==> config.mk <==
export PLATFORM = sky130hd
export DESIGN_NAME = acr_cal_regs
export DESIGN_NICKNAME = d
export VERILOG_FILES = /design/src/logic/acr_pkg.sv /design/src/logic/acr_step_scale.sv /design/src/logic/acr_cal_regs.sv
export SDC_FILE = /design/constraint.sdc
export NUM_CORES = 1
export LEC_CHECK = 0
export ABC_CLOCK_PERIOD_IN_PS = 4870
export BUFFER_PORTS_ARGS = -buffer_cell sky130_fd_sc_hd__clkbuf_2
export CAP_MARGIN = 20
export CORE_MARGIN = 2
export CORE_UTILIZATION = 54
export CTS_CLUSTER_SIZE = 8
export DETAILED_ROUTE_END_ITERATION = 10
export PLACE_DENSITY = 0.9
export SYNTH_ARGS = -nofsm -noshare
export SYNTH_HDL_FRONTEND = slang
export SYNTH_HIERARCHICAL = 1
export SYNTH_SLANG_ARGS = --single-unit
==> constraint.sdc <==
create_clock -name clk -period 4.87 [get_ports clk]
set_clock_uncertainty 0.15 [all_clocks]
set_input_delay 0.7305 -clock clk [delete_from_list [all_inputs] [get_ports clk]]
set_output_delay 0.7305 -clock clk [all_outputs]
set_load 0.01 [all_outputs]
==> src/logic/acr_pkg.sv <==
// Constants, types and field layout for the calibration configuration
// register bank (register page 2, four lowest addresses).
// Assumes a single 10 MHz clock and an APB master with 32-bit data.
// Summary of operation
// - Bypass bit set drops digital offset correction
// - Mode field selects black, binary white, fine
// - Calibration lasts programmed lines; 255 means forever
// - Digital offset step scaled 1, 1/2, 1/4, 1/8
// - Analog offset step scaled 1/2, 1/4, 1/8
// - Black loop averages 4, 8, 16 or 32 pixels
// - Black target is 11-bit, 16-bit value times 32
`default_nettype none

package acr_pkg;

  // Register indices; byte address is four times the index
  localparam logic [4:0] IDX_CAL_MODE    = 5'h00;
  localparam logic [4:0] IDX_LINE_COUNT  = 5'h01;
  localparam logic [4:0] IDX_BLACK_CFG   = 5'h02;
  localparam logic [4:0] IDX_BLACK_TGT   = 5'h03;
  localparam logic [4:0] IDX_CAL_STATUS  = 5'h1E;
  localparam logic [4:0] IDX_PAGE_SEL    = 5'h1F;

  // Page that holds the calibration registers
  localparam logic [3:0] CAL_PAGE        = 4'h2;

  // Reset values
  localparam logic [7:0] RST_CAL_MODE    = 8'h00;
  localparam logic [7:0] RST_LINE_COUNT  = 8'h00;
  localparam logic [7:0] RST_BLACK_CFG   = 8'h14;
  localparam logic [7:0] RST_BLACK_TGT   = 8'h40;
  localparam logic [3:0] RST_PAGE_SEL    = 4'h0;

  // Field positions
  localparam int BYPASS_BIT  = 2;
  localparam int MODE_LSB    = 0;
  localparam int DSTEP_LSB   = 4;
  localparam int ASTEP_LSB   = 2;
  localparam int NPIX_LSB    = 0;

  // Line count encodings
  localparam logic [7:0] LINES_FOREVER   = 8'hFF;
  localparam logic [7:0] LINES_RESERVED  = 8'h00;

  // 11-bit target to 16-bit output scale
  localparam int TARGET_SHIFT = 5;
  // Smallest averaging window of the black loop
  localparam logic [5:0] PIX_BASE        = 6'h04;

  // Calibration mode codes, in field order
  typedef enum logic [1:0] {
    ACR_BLACK_ONLY,
    ACR_WHITE_BINARY,
    ACR_WHITE_FINE,
    ACR_MODE_RSVD
  } acr_mode_e;

  // Line counter states
  typedef enum logic [1:0] {
    ACR_IDLE,
    ACR_RUN,
    ACR_FOREVER
  } acr_cal_state_e;

  // Decoded black loop settings handed to the calibration engine
  typedef struct packed {
    logic [1:0]  dstep_shift;   // Digital step right shift
    logic [1:0]  astep_shift;   // Analog step right shift
    logic [5:0]  black_pixels;  // Pixels averaged
    logic [15:0] black_target;  // Target at 16-bit scale
  } acr_black_cfg_s;

endpackage : acr_pkg

`default_nettype wire

==> src/logic/acr_step_scale.sv <==
// Step scaler: divides an offset correction step by a power of two.
// Assumes the shift code is stable for the cycle it is sampled.
`default_nettype none

module acr_step_scale
  import acr_pkg::*;
#(
  parameter int STEP_W = 10
) (
  input  wire logic              clk,
  input  wire logic              rst_b,
  input  wire logic [STEP_W-1:0] step_in,
  input  wire logic [1:0]        shift,
  output logic      [STEP_W-1:0] step_out
);

  // Registered so the engine sees a clean value one cycle later
  always_ff @(posedge clk or negedge rst_b) begin
    if (!rst_b) begin
      step_out <= '0;
    end else begin
      step_out <= step_in >> shift;
    end
  end

  // Scaled step follows the input by exactly one cycle; the edge that
  // releases reset still loads zero, so the check waits one more edge
  step_shift_a : assert property (
    @(posedge clk) disable iff (!rst_b)
    $past(rst_b) |-> step_out == ($past(step_in) >> $past(shift)))
    else $error("step scaling mismatch");

endmodule : acr_step_scale

`default_nettype wire

==> src/logic/acr_cal_regs.sv <==
// Calibration configuration register bank with APB slave access,
// decoded settings, the calibration line counter and the digital
// offset correction path.
// Assumes APB master holds the request until pready and one clock.
//
// Decided for this implementation: register access over APB.
`default_nettype none

module acr_cal_regs
  import acr_pkg::*;
#(
  parameter int OFS_W  = 13,   // Signed digital offset width
  parameter int STEP_W = 10    // Offset step width
) (
  input  wire logic              clk,
  input  wire logic              rst_b,
  input  wire logic              psel,
  input  wire logic              penable,
  input  wire logic              pwrite,
  input  wire logic [6:0]        paddr,
  input  wire logic [31:0]       pwdata,
  output logic      [31:0]       prdata,
  output logic                   pready,
  output logic                   pslverr,
  input  wire logic [15:0]       sample_in,
  input  wire logic [OFS_W-1:0]  dig_offset_in,
  output logic      [15:0]       sample_out,
  input  wire logic              cal_start,
  input  wire logic              cal_stop,
  input  wire logic              line_start,
  output logic                   cal_active,
  output acr_mode_e              cal_mode,
  output acr_black_cfg_s         black_cfg,
  input  wire logic [STEP_W-1:0] dstep_in,
  output logic      [STEP_W-1:0] dstep_out,
  input  wire logic [STEP_W-1:0] astep_in,
  output logic      [STEP_W-1:0] astep_out
);

  // Stored registers
  logic [7:0]     cal_mode_ctrl;       // Mode and bypass
  logic [7:0]     cal_line_count;      // Lines to calibrate
  logic [7:0]     black_loop_config;   // Step scaling and pixel count
  logic [7:0]     black_level_target;  // Black goal, 11-bit scale
  logic [3:0]     page_sel;            // Current register page

  // Line counter state
  acr_cal_state_e state;               // Counter state
  logic [7:0]     lines_left;          // Lines still to run

  // Bus decode
  logic [4:0]     idx;                 // Word index of the access
  logic           on_cal_page;         // Page 2 selected
  logic           hit;                 // Address is mapped
  logic           access;              // Access phase
  logic           wr_en;               // Write takes effect now
  logic           digital_offset_bypass;

  // Zero wait states keep the slave simple; every access ends at once
  assign pready = 1'b1;
  assign idx    = paddr[6:2];
  assign access = psel && penable;

  // Page gating: page 2 registers only answer with page 2 chosen
  assign on_cal_page = (page_sel == CAL_PAGE);

  // Mapped addresses; everything else answers with an error
  always_comb begin
    hit = 1'b0;
    if (idx == IDX_PAGE_SEL) begin
      hit = 1'b1;
    end else if (on_cal_page) begin
      case (idx)
        IDX_CAL_MODE, IDX_LINE_COUNT, IDX_BLACK_CFG, IDX_BLACK_TGT,
        IDX_CAL_STATUS: hit = 1'b1;
        default:        hit = 1'b0;
      endcase
    end
  end

  assign pslverr = access && !hit;
  assign wr_en   = access && pwrite && hit;

  // Page select register, reachable from every page
  always_ff @(posedge clk or negedge rst_b) begin
    if (!rst_b) begin
      page_sel <= RST_PAGE_SEL;
    end else if (wr_en && idx == IDX_PAGE_SEL) begin
      page_sel <= pwdata[3:0];
    end
  end

  // Page 2 configuration registers; status index is read only
  always_ff @(posedge clk or negedge rst_b) begin
    if (!rst_b) begin
      cal_mode_ctrl      <= RST_CAL_MODE;
      cal_line_count     <= RST_LINE_COUNT;
      black_loop_config  <= RST_BLACK_CFG;
      black_level_target <= RST_BLACK_TGT;
    end else if (wr_en && on_cal_page) begin
      case (idx)
        IDX_CAL_MODE: begin
          // Upper bits are unused and kept at zero
          cal_mode_ctrl <= {5'h00, pwdata[2:0]};
        end
        IDX_LINE_COUNT: begin
          cal_line_count <= pwdata[7:0];
        end
        IDX_BLACK_CFG: begin
          // Bits 7:6 are unused
          black_loop_config <= {2'h0, pwdata[5:0]};
        end
        IDX_BLACK_TGT: begin
          black_level_target <= pwdata[7:0];
        end
        default: begin
          // Writes elsewhere are ignored
        end
      endcase
    end
  end

  // Read data is captured in the setup cycle so it comes from a flop;
  // status may therefore be one cycle old when the access completes
  always_ff @(posedge clk or negedge rst_b) begin
    if (!rst_b) begin
      prdata <= 32'h0000_0000;
    end else if (psel && !penable) begin
      prdata <= 32'h0000_0000;
      if (idx == IDX_PAGE_SEL) begin
        prdata[3:0] <= page_sel;
      end else if (on_cal_page) begin
        case (idx)
          IDX_CAL_MODE:   prdata[7:0] <= cal_mode_ctrl;
          IDX_LINE_COUNT: prdata[7:0] <= cal_line_count;
          IDX_BLACK_CFG:  prdata[7:0] <= black_loop_config;
          IDX_BLACK_TGT:  prdata[7:0] <= black_level_target;
          IDX_CAL_STATUS: prdata[8:0] <= {cal_active, lines_left};
          default:        prdata[7:0] <= 8'h00;
        endcase
      end
    end
  end

  // Decoded settings
  assign digital_offset_bypass = cal_mode_ctrl[BYPASS_BIT];
  assign cal_mode = acr_mode_e'(cal_mode_ctrl[MODE_LSB +: 2]);

  // Step shifts: digital 00 is unity; analog 00 is reserved, no scaling
  assign black_cfg.dstep_shift = black_loop_config[DSTEP_LSB +: 2];
  assign black_cfg.astep_shift = black_loop_config[ASTEP_LSB +: 2];
  // Averaging window 4 << code
  assign black_cfg.black_pixels =
    PIX_BASE << black_loop_config[NPIX_LSB +: 2];
  // 16-bit scale target: 64 gives 2048, 255 gives 8160
  assign black_cfg.black_target =
    {8'h00, black_level_target} << TARGET_SHIFT;

  // Line counter: runs for the programmed number of lines, or forever
  // at 255; a zero count is reserved and simply does not start
  always_ff @(posedge clk or negedge rst_b) begin
    if (!rst_b) begin
      state      <= ACR_IDLE;
      lines_left <= 8'h00;
    end else begin
      case (state)
        ACR_IDLE: begin
          if (cal_start && cal_line_count != LINES_RESERVED) begin
            lines_left <= cal_line_count;
            if (cal_line_count == LINES_FOREVER) begin
              state <= ACR_FOREVER;
            end else begin
              state <= ACR_RUN;
            end
          end
        end
        ACR_RUN: begin
          if (cal_stop) begin
            state      <= ACR_IDLE;
            lines_left <= 8'h00;
          end else if (line_start) begin
            lines_left <= lines_left - 8'h01;
            if (lines_left == 8'h01) begin
              state <= ACR_IDLE;
            end
          end
        end
        ACR_FOREVER: begin
          // Only an explicit stop ends endless calibration
          if (cal_stop) begin
            state      <= ACR_IDLE;
            lines_left <= 8'h00;
          end
        end
        default: begin
          state      <= ACR_IDLE;
          lines_left <= 8'h00;
        end
      endcase
    end
  end

  assign cal_active = (state != ACR_IDLE);

  // Output path with optional digital offset; the sum saturates so a
  // negative offset cannot wrap a dark pixel to full scale
  logic signed [17:0] corr_sum;
  assign corr_sum = $signed({2'b00, sample_in})
                  + 18'(signed'(dig_offset_in));

  always_ff @(posedge clk or negedge rst_b) begin
    if (!rst_b) begin
      sample_out <= 16'h0000;
    end else if (digital_offset_bypass) begin
      sample_out <= sample_in;
    end else if (corr_sum < 18'sh00000) begin
      sample_out <= 16'h0000;
    end else if (corr_sum > 18'sh0FFFF) begin
      sample_out <= 16'hFFFF;
    end else begin
      sample_out <= corr_sum[15:0];
    end
  end

  // Step scalers for both offset DACs
  acr_step_scale #(.STEP_W(STEP_W)) u_dstep (
    .clk      (clk),
    .rst_b    (rst_b),
    .step_in  (dstep_in),
    .shift    (black_cfg.dstep_shift),
    .step_out (dstep_out)
  );

  acr_step_scale #(.STEP_W(STEP_W)) u_astep (
    .clk      (clk),
    .rst_b    (rst_b),
    .step_in  (astep_in),
    .shift    (black_cfg.astep_shift),
    .step_out (astep_out)
  );

  // Both output path checks start only once reset was sampled high: at
  // the releasing edge the flop still took its reset branch, so the
  // next cycle would otherwise be compared against a live sum
  // Bypassed output equals the raw sample one cycle later
  bypass_path_a : assert property (
    @(posedge clk) disable iff (!rst_b)
    (rst_b && digital_offset_bypass)
    |=> sample_out == $past(sample_in))
    else $error("bypass did not pass raw sample");

  // Corrected output in range carries the offset sum
  offset_path_a : assert property (
    @(posedge clk) disable iff (!rst_b)
    (rst_b && !digital_offset_bypass
     && corr_sum >= 0 && corr_sum <= 18'sh0FFFF)
    |=> sample_out == $past(corr_sum[15:0]))
    else $error("offset correction missing");

  // Mode write on page 2 shows on the mode output next cycle
  mode_write_a : assert property (
    @(posedge clk) disable iff (!rst_b)
    (wr_en && on_cal_page && idx == IDX_CAL_MODE)
    |=> cal_mode == acr_mode_e'($past(pwdata[1:0])))
    else $error("mode field not applied");

  // Last counted line ends calibration
  line_end_a : assert property (
    @(posedge clk) disable iff (!rst_b)
    (state == ACR_RUN && line_start && !cal_stop && lines_left == 8'h01)
    |=> !cal_active)
    else $error("calibration overran its lines");

  // Accepted start loads the programmed count and raises activity
  start_count_a : assert property (
    @(posedge clk) disable iff (!rst_b)
    (state == ACR_IDLE && cal_start && cal_line_count != LINES_RESERVED)
    |=> cal_active && lines_left == $past(cal_line_count))
    else $error("calibration start not loaded");

  // Endless calibration survives lines without a stop
  forever_run_a : assert property (
    @(posedge clk) disable iff (!rst_b)
    (state == ACR_IDLE && cal_start && cal_line_count == LINES_FOREVER)
    ##1 (!cal_stop) [*3] |-> cal_active)
    else $error("endless calibration stopped");

  // Pixel window doubles with each code step
  pixel_count_a : assert property (
    @(posedge clk) disable iff (!rst_b)
    (wr_en && on_cal_page && idx == IDX_BLACK_CFG)
    |=> black_cfg.black_pixels == (6'h04 << $past(pwdata[1:0])))
    else $error("black pixel count wrong");

  // Target scaling to 16-bit output level
  target_scale_a : assert property (
    @(posedge clk) disable iff (!rst_b)
    (wr_en && on_cal_page && idx == IDX_BLACK_TGT)
    |=> black_cfg.black_target == {3'h0, $past(pwdata[7:0]), 5'h00})
    else $error("black target scale wrong");

  // Writes on another page leave the mode and black target registers alone
  page_gate_a : assert property (
    @(posedge clk) disable iff (!rst_b)
    (access && pwrite && !on_cal_page && idx != IDX_PAGE_SEL)
    |=> $stable(cal_mode_ctrl) && $stable(black_level_target))
    else $error("write leaked through page gate");

endmodule : acr_cal_regs

`default_nettype wire

==> reports/metrics.yaml, run 1 <==
outcome: "finished clean"
hpwlAfterDp_um: 9454
die_area_sq_um: 10620
post-route-min-period_ns: 3.395
setup_violations: 0
overflow: 0
drt_iter0_markers: 220
cts_buffers: 9
n_fill_cell: 820
yosys_warnings: 6
rows: 36
min_path_type: "input port to asynchronous set/reset pin"
postCtsSetupBuffers: 0
rsz0062_at_grt: "no"
power.clock.fraction_pct: 32.8
setup_tns_ns: 0
critical-path-top-cell-by-count: "clkbuf_2"
peakVddDrop_mv: 0.1398
worstPathRequired_ns: 3.99
slowest_delay_ns: 0.50
leakage_nw: 2.951
finalWeightedCongestion: 1.012
cts_tree: "built"
asyncSetResetFlopFracSynth_pct: 100.0
combinationalPowerShare_pct: 24.6
intPower_w: 0.001269
syn2layout_area_growth_pct: 15.77
multi_input_area_sq_um: 2783
grt_pass1_wl_um: 19680
worstPathArrival_ns: 2.51
cts.sinks: 84
clockRootBuffer: "clkbuf_8"
cts.clk_slew.worst_paths_ns: 0.09
final_common_cell: "clkbuf_2"
relSlewSlack_pct: 42.60
drv_slew: 0
seqCellArea_sq_um: 2106
dpl.cell_count: 762
drc: 0
die_height_um: 103.1
drive_gt1_share_pct: 33.75
hold_violations: 0
via_count: 4432
ant_nets: 0
wl_um: 12810
start_util_pct: 54.97
antenna_found_initial: 0
cts_max_level: 3
worst_pin_slew_ns: 0.8610
p_per_area_nw_per_um2: 304.0
synthTopCellsByArea: "dfrtp_1 (38%), mux2i_1 (6.4%), mux2_2 (6.2%)"
endpoint_kind: "output port"
ctsResizeCount: 0
rrSetupSlack_ns: 2.16
antenna_cells: 0
numPortBuffers: 134
clock.fmax_ghz: 0.2945
postSynthAreaPerCell_sq_um: 10.21
critPathSlowestCell: "nor2b_1"
cts.path.max_buffers: 2
period_share_pct: 69.71
swShare_pct: 31.94
grt_pass1_vias: 4256
die_w_um: 103.1
cts_hold_buf: 0
critical_path_peak_fanout: 7
synth_edf_count: 0
critPathBufInv: 2
synth_largest_area_cell: "dfrtp_1"
fin_nets: 757
vias_per_cell: 5.689
ys_seq_area_share_pct: 39.74
ys.flop_type: "dfrtp_1"
final_cells: 779
drv_cap: 0
p_seq_share_pct: 42.6
yosysUniqueCellTypes: 69
path_class: "input port to output port"
synth_top_cell_area_share_pct: 38.25
p_switching_w: 0.0005955
synthesis.instances: 519
core_sq_um: 9639
synth-seq-cells: 84
final_cell_mix: "clkbuf_2 (133), dfrtp_1 (81), mux2i_1 (34), conb_1 (34), o21ai_0 (31)"
grt_max_degree: 85
dr.pass1.iters: 5
cp_top_family: "simple AND/OR/NAND/NOR gates"
io_pins: 195
synthesis.area_sq_um: 5299
cp-start-kind: "input port"
grt_util_all_layers_pct: 23.84
wl_per_cell_um: 16.44
cp_cell_sequence: "clkbuf_2 -> and4_1 -> nor2b_1 -> o21ai_0 -> and4b_1 -> clkbuf_2"
insertion_delay_ns: 0.36
==> cell type report <==
class | count | share of cell area (%)
clock buffers | 9 | 2.019
clock inverters | 7 | 2.019
inverters | 29 | 1.774
multi-input cells | 379 | 45.36
flip-flops and latches | 84 | 34.33
well taps | 133 | 2.713
repair buffers | 138 | 11.79
==> kinds of logic (layout without fill, tap and decap cells) <==
family / count (synthesis) / in the layout / synth area share [%]
simple gates: 123 / 123 / 12.37
other cells: 2 / 34 / 0.1417
xor+xnor: 12 / 12 / 1.984
mux: 64 / 64 / 13.01
fa+ha+maj: 20 / 20 / 4.864
flops: 84 / 84 / 39.74
buf+inv: 88 / 183 / 10.15
compound gates: 126 / 126 / 17.73
==> registers in the layout, indices dropped and copies added, names as in the netlist <==
name,cells
sample_out,16
u_astep/step_out,10
u_dstep/step_out,10
prdata,9
black_level_target,8
cal_line_count,8
lines_left,8
black_loop_config,6
page_sel,4
cal_mode_ctrl,3
state,2
==> power groups by stage <==
stage / sequential [W] / clock (W) / combinational [W]
2_1_floorplan: 0.000812 / 0 / 0.000305
3_3_place_gp: 0.000802 / 0 / 0.000425
3_5_place_dp: 0.000806 / 0 / 0.000442
4_1_cts: 0.000793 / 0.000625 / 0.000450
5_1_grt: 0.000800 / 0.000651 / 0.000504
6_report: 0.000794 / 0.000611 / 0.000459
==> routing by layer <==
layer / vias up / GRT usage, % / wire length [um]
met3: 33 / 5.288 / 843
met4: 0 / 9.514 / 346
li1: 2067 / - / -
met5: - / 0 / 0
met1: 2134 / 27.19 / 4969
met2: 198 / 43.21 / 6646
==> cell usage after synthesis, types with 5 or more instances <==
master,count
mux2i_1,34
buf_2,6
a22oi_1,10
inv_1,29
nand2_1,23
a32o_1,5
nand3_1,13
a221oi_1,6
nor2_1,28
nor3_1,7
ha_1,19
mux2_2,29
a31oi_1,7
a21oi_1,25
a221oi_2,10
a211oi_1,6
clkbuf_1,7
xor2_1,9
buf_4,41
o21ai_0,31
nand2b_1,8
dfrtp_1,81
==> through the flow <==
stage | hold WS [ns] | total power [W] | setup slack, ns | area, sq um | utilization, %
after floorplan | 0.2849 | 0.001117 | 1.886 | 5419 | -
after global placement | 0.3136 | 0.001227 | 1.371 | 5859 | 60.79
final | 0.04530 | 0.001865 | 1.475 | 6135 | 63.64
after detailed placement | 0.3235 | 0.001248 | 1.325 | 5859 | 60.79
after global routing | 0.02579 | 0.001955 | 1.393 | 6135 | 63.64
after CTS | 0.3429 | 0.001868 | 1.515 | 6107 | 63.36
==> final timing paths <==
kind                                                     end                         start  depth (start not counted)
setup reg to reg                    sample_out[14]$_DFF_PN0_  cal_mode_ctrl[2]$_DFFE_PN0P_                          7
setup / recovery                                     pslverr                      paddr[3]                          6
min in group clk                       prdata[0]$_DFFE_PN0P_         prdata[0]$_DFFE_PN0P_                          2
hold reg to reg                        prdata[0]$_DFFE_PN0P_         prdata[0]$_DFFE_PN0P_                          2
hold / removal                  cal_mode_ctrl[0]$_DFFE_PN0P_                         rst_b                          1
max in group asynchronous  black_level_target[6]$_DFFE_PN1P_                         rst_b                          2
==> worst reg2reg max path, stage by stage, from the launching register on <==
cell and delay [ns]:
dfrtp_1 0.71, inv_1 0.30, nand2_1 0.16, or3_1 0.37
or3_1 0.32, o311ai_2 0.14, buf_4 0.32, a311oi_1 0.08
Note: power is estimated with default switching activity, not from simulation.
==> run 2, diff against run 1 <==
ABC_CLOCK_PERIOD_IN_PS = 3500   (was 4870)
CORE_UTILIZATION = 50   (was 54)
PLACE_DENSITY = 0.85   (was 0.9)
clock period = 3.5 ns   (was 4.87 ns; I/O delays follow)
==> reports/metrics.yaml, run 2 (same netlist as run 1, synthesis figures left out) <==
outcome: "finished clean"  # unchanged
drive_gt1_share_pct: 33.85  # was 33.75%
largest-register: "sample_out"  # unchanged
wl_per_cell_um: 16.54  # was 16.44 um
drv_cap: 0  # unchanged
antenna_found_initial: 0  # unchanged
leakage_nw: 2.966  # was 2.951 nW
syn2layout_area_growth_pct: 16.08  # was 15.77%
io_pins: 195  # unchanged
n_fill_cell: 899  # was 820
cts_max_level: 3  # unchanged
cts.clk_slew.worst_paths_ns: 0.09  # about the same
die_height_um: 106.9  # was 103.1 um
hold_violations: 0  # unchanged
min_path_type: "input port to register"  # was input port to asynchronous set/reset pin
critical_path_peak_fanout: 11  # was 7
drt_iter0_markers: 179  # was 220
worstPathRequired_ns: 3.61  # was 3.99 ns
drc: 0  # unchanged
start_util_pct: 51.33  # was 54.97%
swShare_pct: 32.48  # was 31.94%
cts_tree: "built"  # unchanged
clock.fmax_ghz: 0.3601
endpoint_kind: "register"  # was output port
power.clock.fraction_pct: 30.7  # was 32.8%
p_seq_share_pct: 44.0  # was 42.6%
fin_nets: 761  # was 757
worst_pin_slew_ns: 0.6769  # was 0.8610 ns
finalWeightedCongestion: 0.9199  # was 1.012
post-route-cell-area_sq_um: 6151  # was 6135 sq um
cts.path.max_buffers: 2  # unchanged
ctsResizeCount: 0  # unchanged
hpwlAfterDp_um: 9890  # was 9454 um
via_count: 4335  # was 4432
path_class: "input port to register"  # was input port to output port
holdWs_ns: 0.2648  # was 0.04530 ns
grt_pass1_wl_um: 20760  # was 19680 um
period_share_pct: 79.35
antenna_cells: 0  # unchanged
worstPathArrival_ns: 2.89  # was 2.51 ns
largest_reg_flops: 16  # unchanged
peakVddDrop_mv: 0.1969  # was 0.1398 mV
clockRootBuffer: "clkbuf_8"  # unchanged
cts.sinks: 84  # unchanged
combinationalPowerShare_pct: 25.4  # was 24.6%
post-route-min-period_ns: 2.777
setup_tns_ns: 0  # unchanged
dr.pass1.iters: 4  # was 5
insertion_delay_ns: 0.36  # about the same
final_common_cell: "clkbuf_2"  # unchanged
vias_per_cell: 5.515  # was 5.689
p_switching_w: 0.0008158  # was 0.0005955 W
wl_um: 13000  # was 12810 um
dpl_cell_area_sq_um: 5898  # was 5859 sq um
cp-start-kind: "input port"  # unchanged
numPortBuffers: 134  # unchanged
die_w_um: 106.9  # was 103.1 um
cts_buffers: 9  # unchanged
final_cell_mix: "clkbuf_2 (133), dfrtp_1 (81), mux2i_1 (34), conb_1 (34), o21ai_0 (31)"  # unchanged
rows: 37  # was 36
drv_slew: 0  # unchanged
grt_max_degree: 85  # unchanged
ant_nets: 0  # unchanged
die_area_sq_um: 11440  # was 10620 sq um
rsz0062_at_grt: "no"  # unchanged
p_per_area_nw_per_um2: 408.3  # was 304.0 nW/um^2
grt_pass1_vias: 4306  # was 4256
setup_violations: 0  # unchanged
relSlewSlack_pct: 54.71  # was 42.60%
intPower_w: 0.001696  # was 0.001269 W
overflow: 0  # unchanged
postCtsSetupBuffers: 0  # unchanged
grt_util_all_layers_pct: 22.86  # was 23.84%
core_sq_um: 10320  # was 9639 sq um
reg.largest.list: "sample_out (16), u_astep/step_out (10), u_dstep/step_out (10)"  # unchanged
## run 2: cell types whose count changed in the layout (fill, tap and decap cells not counted)
cell,change
dlygate4sd3_1,+1
buf_4,+2
clkbuf_1,+1
clkinv_2,+2
bufinv_16,-1
clkinvlp_4,-1
buf_12,+1
clkinv_4,-1
## run 2: area by class of cell
type / instances / area [sq um] / area share, %
clock buffer: 10 / 127.6 / 2.075
clock inverter: 6 / 87.58 / 1.424
inverter: 29 / 108.9 / 1.770
multi-input combinational: 379 / 2783 / 45.24
sequential: 84 / 2106 / 34.24
tap: 136 / 170.2 / 2.766
timing repair buffer: 142 / 768.2 / 12.49
## run 2: power groups by stage
stage / sequential, W / clock, W / combinational (W)
after floorplan: 0.00113 / 0 / 0.000425
after global routing: 0.00111 / 0.000839 / 0.000707
after detailed placement: 0.00112 / 0 / 0.000625
final: 0.00110 / 0.000770 / 0.000637
after global placement: 0.00112 / 0 / 0.000602
after CTS: 0.00110 / 0.000787 / 0.000629
## run 2: metal layers
metal | global-route usage, % | up-vias | share of wire, %
li1 | - | 2076 | -
met1 | 28.62 | 2079 | 42
met2 | 40.22 | 158 | 52
met3 | 4.316 | 22 | 5.1
met4 | 6.586 | 0 | 1.5
met5 | 0 | - | 0
## run 2: critical path, stage by stage
cell and delay [ns]:
clkbuf_2 0.09, ha_1 0.17, inv_1 0.05, fa_1 0.40
nand2b_1 0.19, a21oi_2 0.21, o21ai_2 0.11, o41a_4 0.47
mux2i_4 0.23, buf_12 0.17, a311oi_1 0.26
## run 2: worst paths after layout
check	startpoint	to	slack, ns	depth (start not counted)
max	sample_in[0]	sample_out[14]$_DFF_PN0_	0.72	11
min	sample_in[0]	sample_out[0]$_DFF_PN0_	0.26	3
max reg2reg	page_sel[0]$_DFFE_PN0P_	black_loop_config[5]$_DFFE_PN0P_	1.21	4
min reg2reg	prdata[4]$_DFFE_PN0P_	prdata[4]$_DFFE_PN0P_	0.34	2
max in group asynchronous	rst_b	black_loop_config[4]$_DFFE_PN1P_	2.19	3
min in group asynchronous	rst_b	u_astep/step_out[7]$_DFF_PN0_	0.39	2
## run 2: repair_timing
| action | 4_1_cts | 5_1_grt |
|---|---|---|
| setup endpoints to repair | 0 | 0 |
| endpoints found under the hold margin | 0 | 9 |
| hold buffers | 0 | 1 |
## run 2: through the flow
step	setup WS [ns]	power (W)	util (%)	std cells
2_1_floorplan	0.7215	0.001554	-	551
4_1_cts	0.7205	0.002520	59.22	784
6_report	0.7229	0.002512	59.58	786
3_3_place_gp	0.3773	0.001720	57.13	768
5_1_grt	0.6061	0.002661	59.58	786
3_5_place_dp	0.3370	0.001746	57.13	768
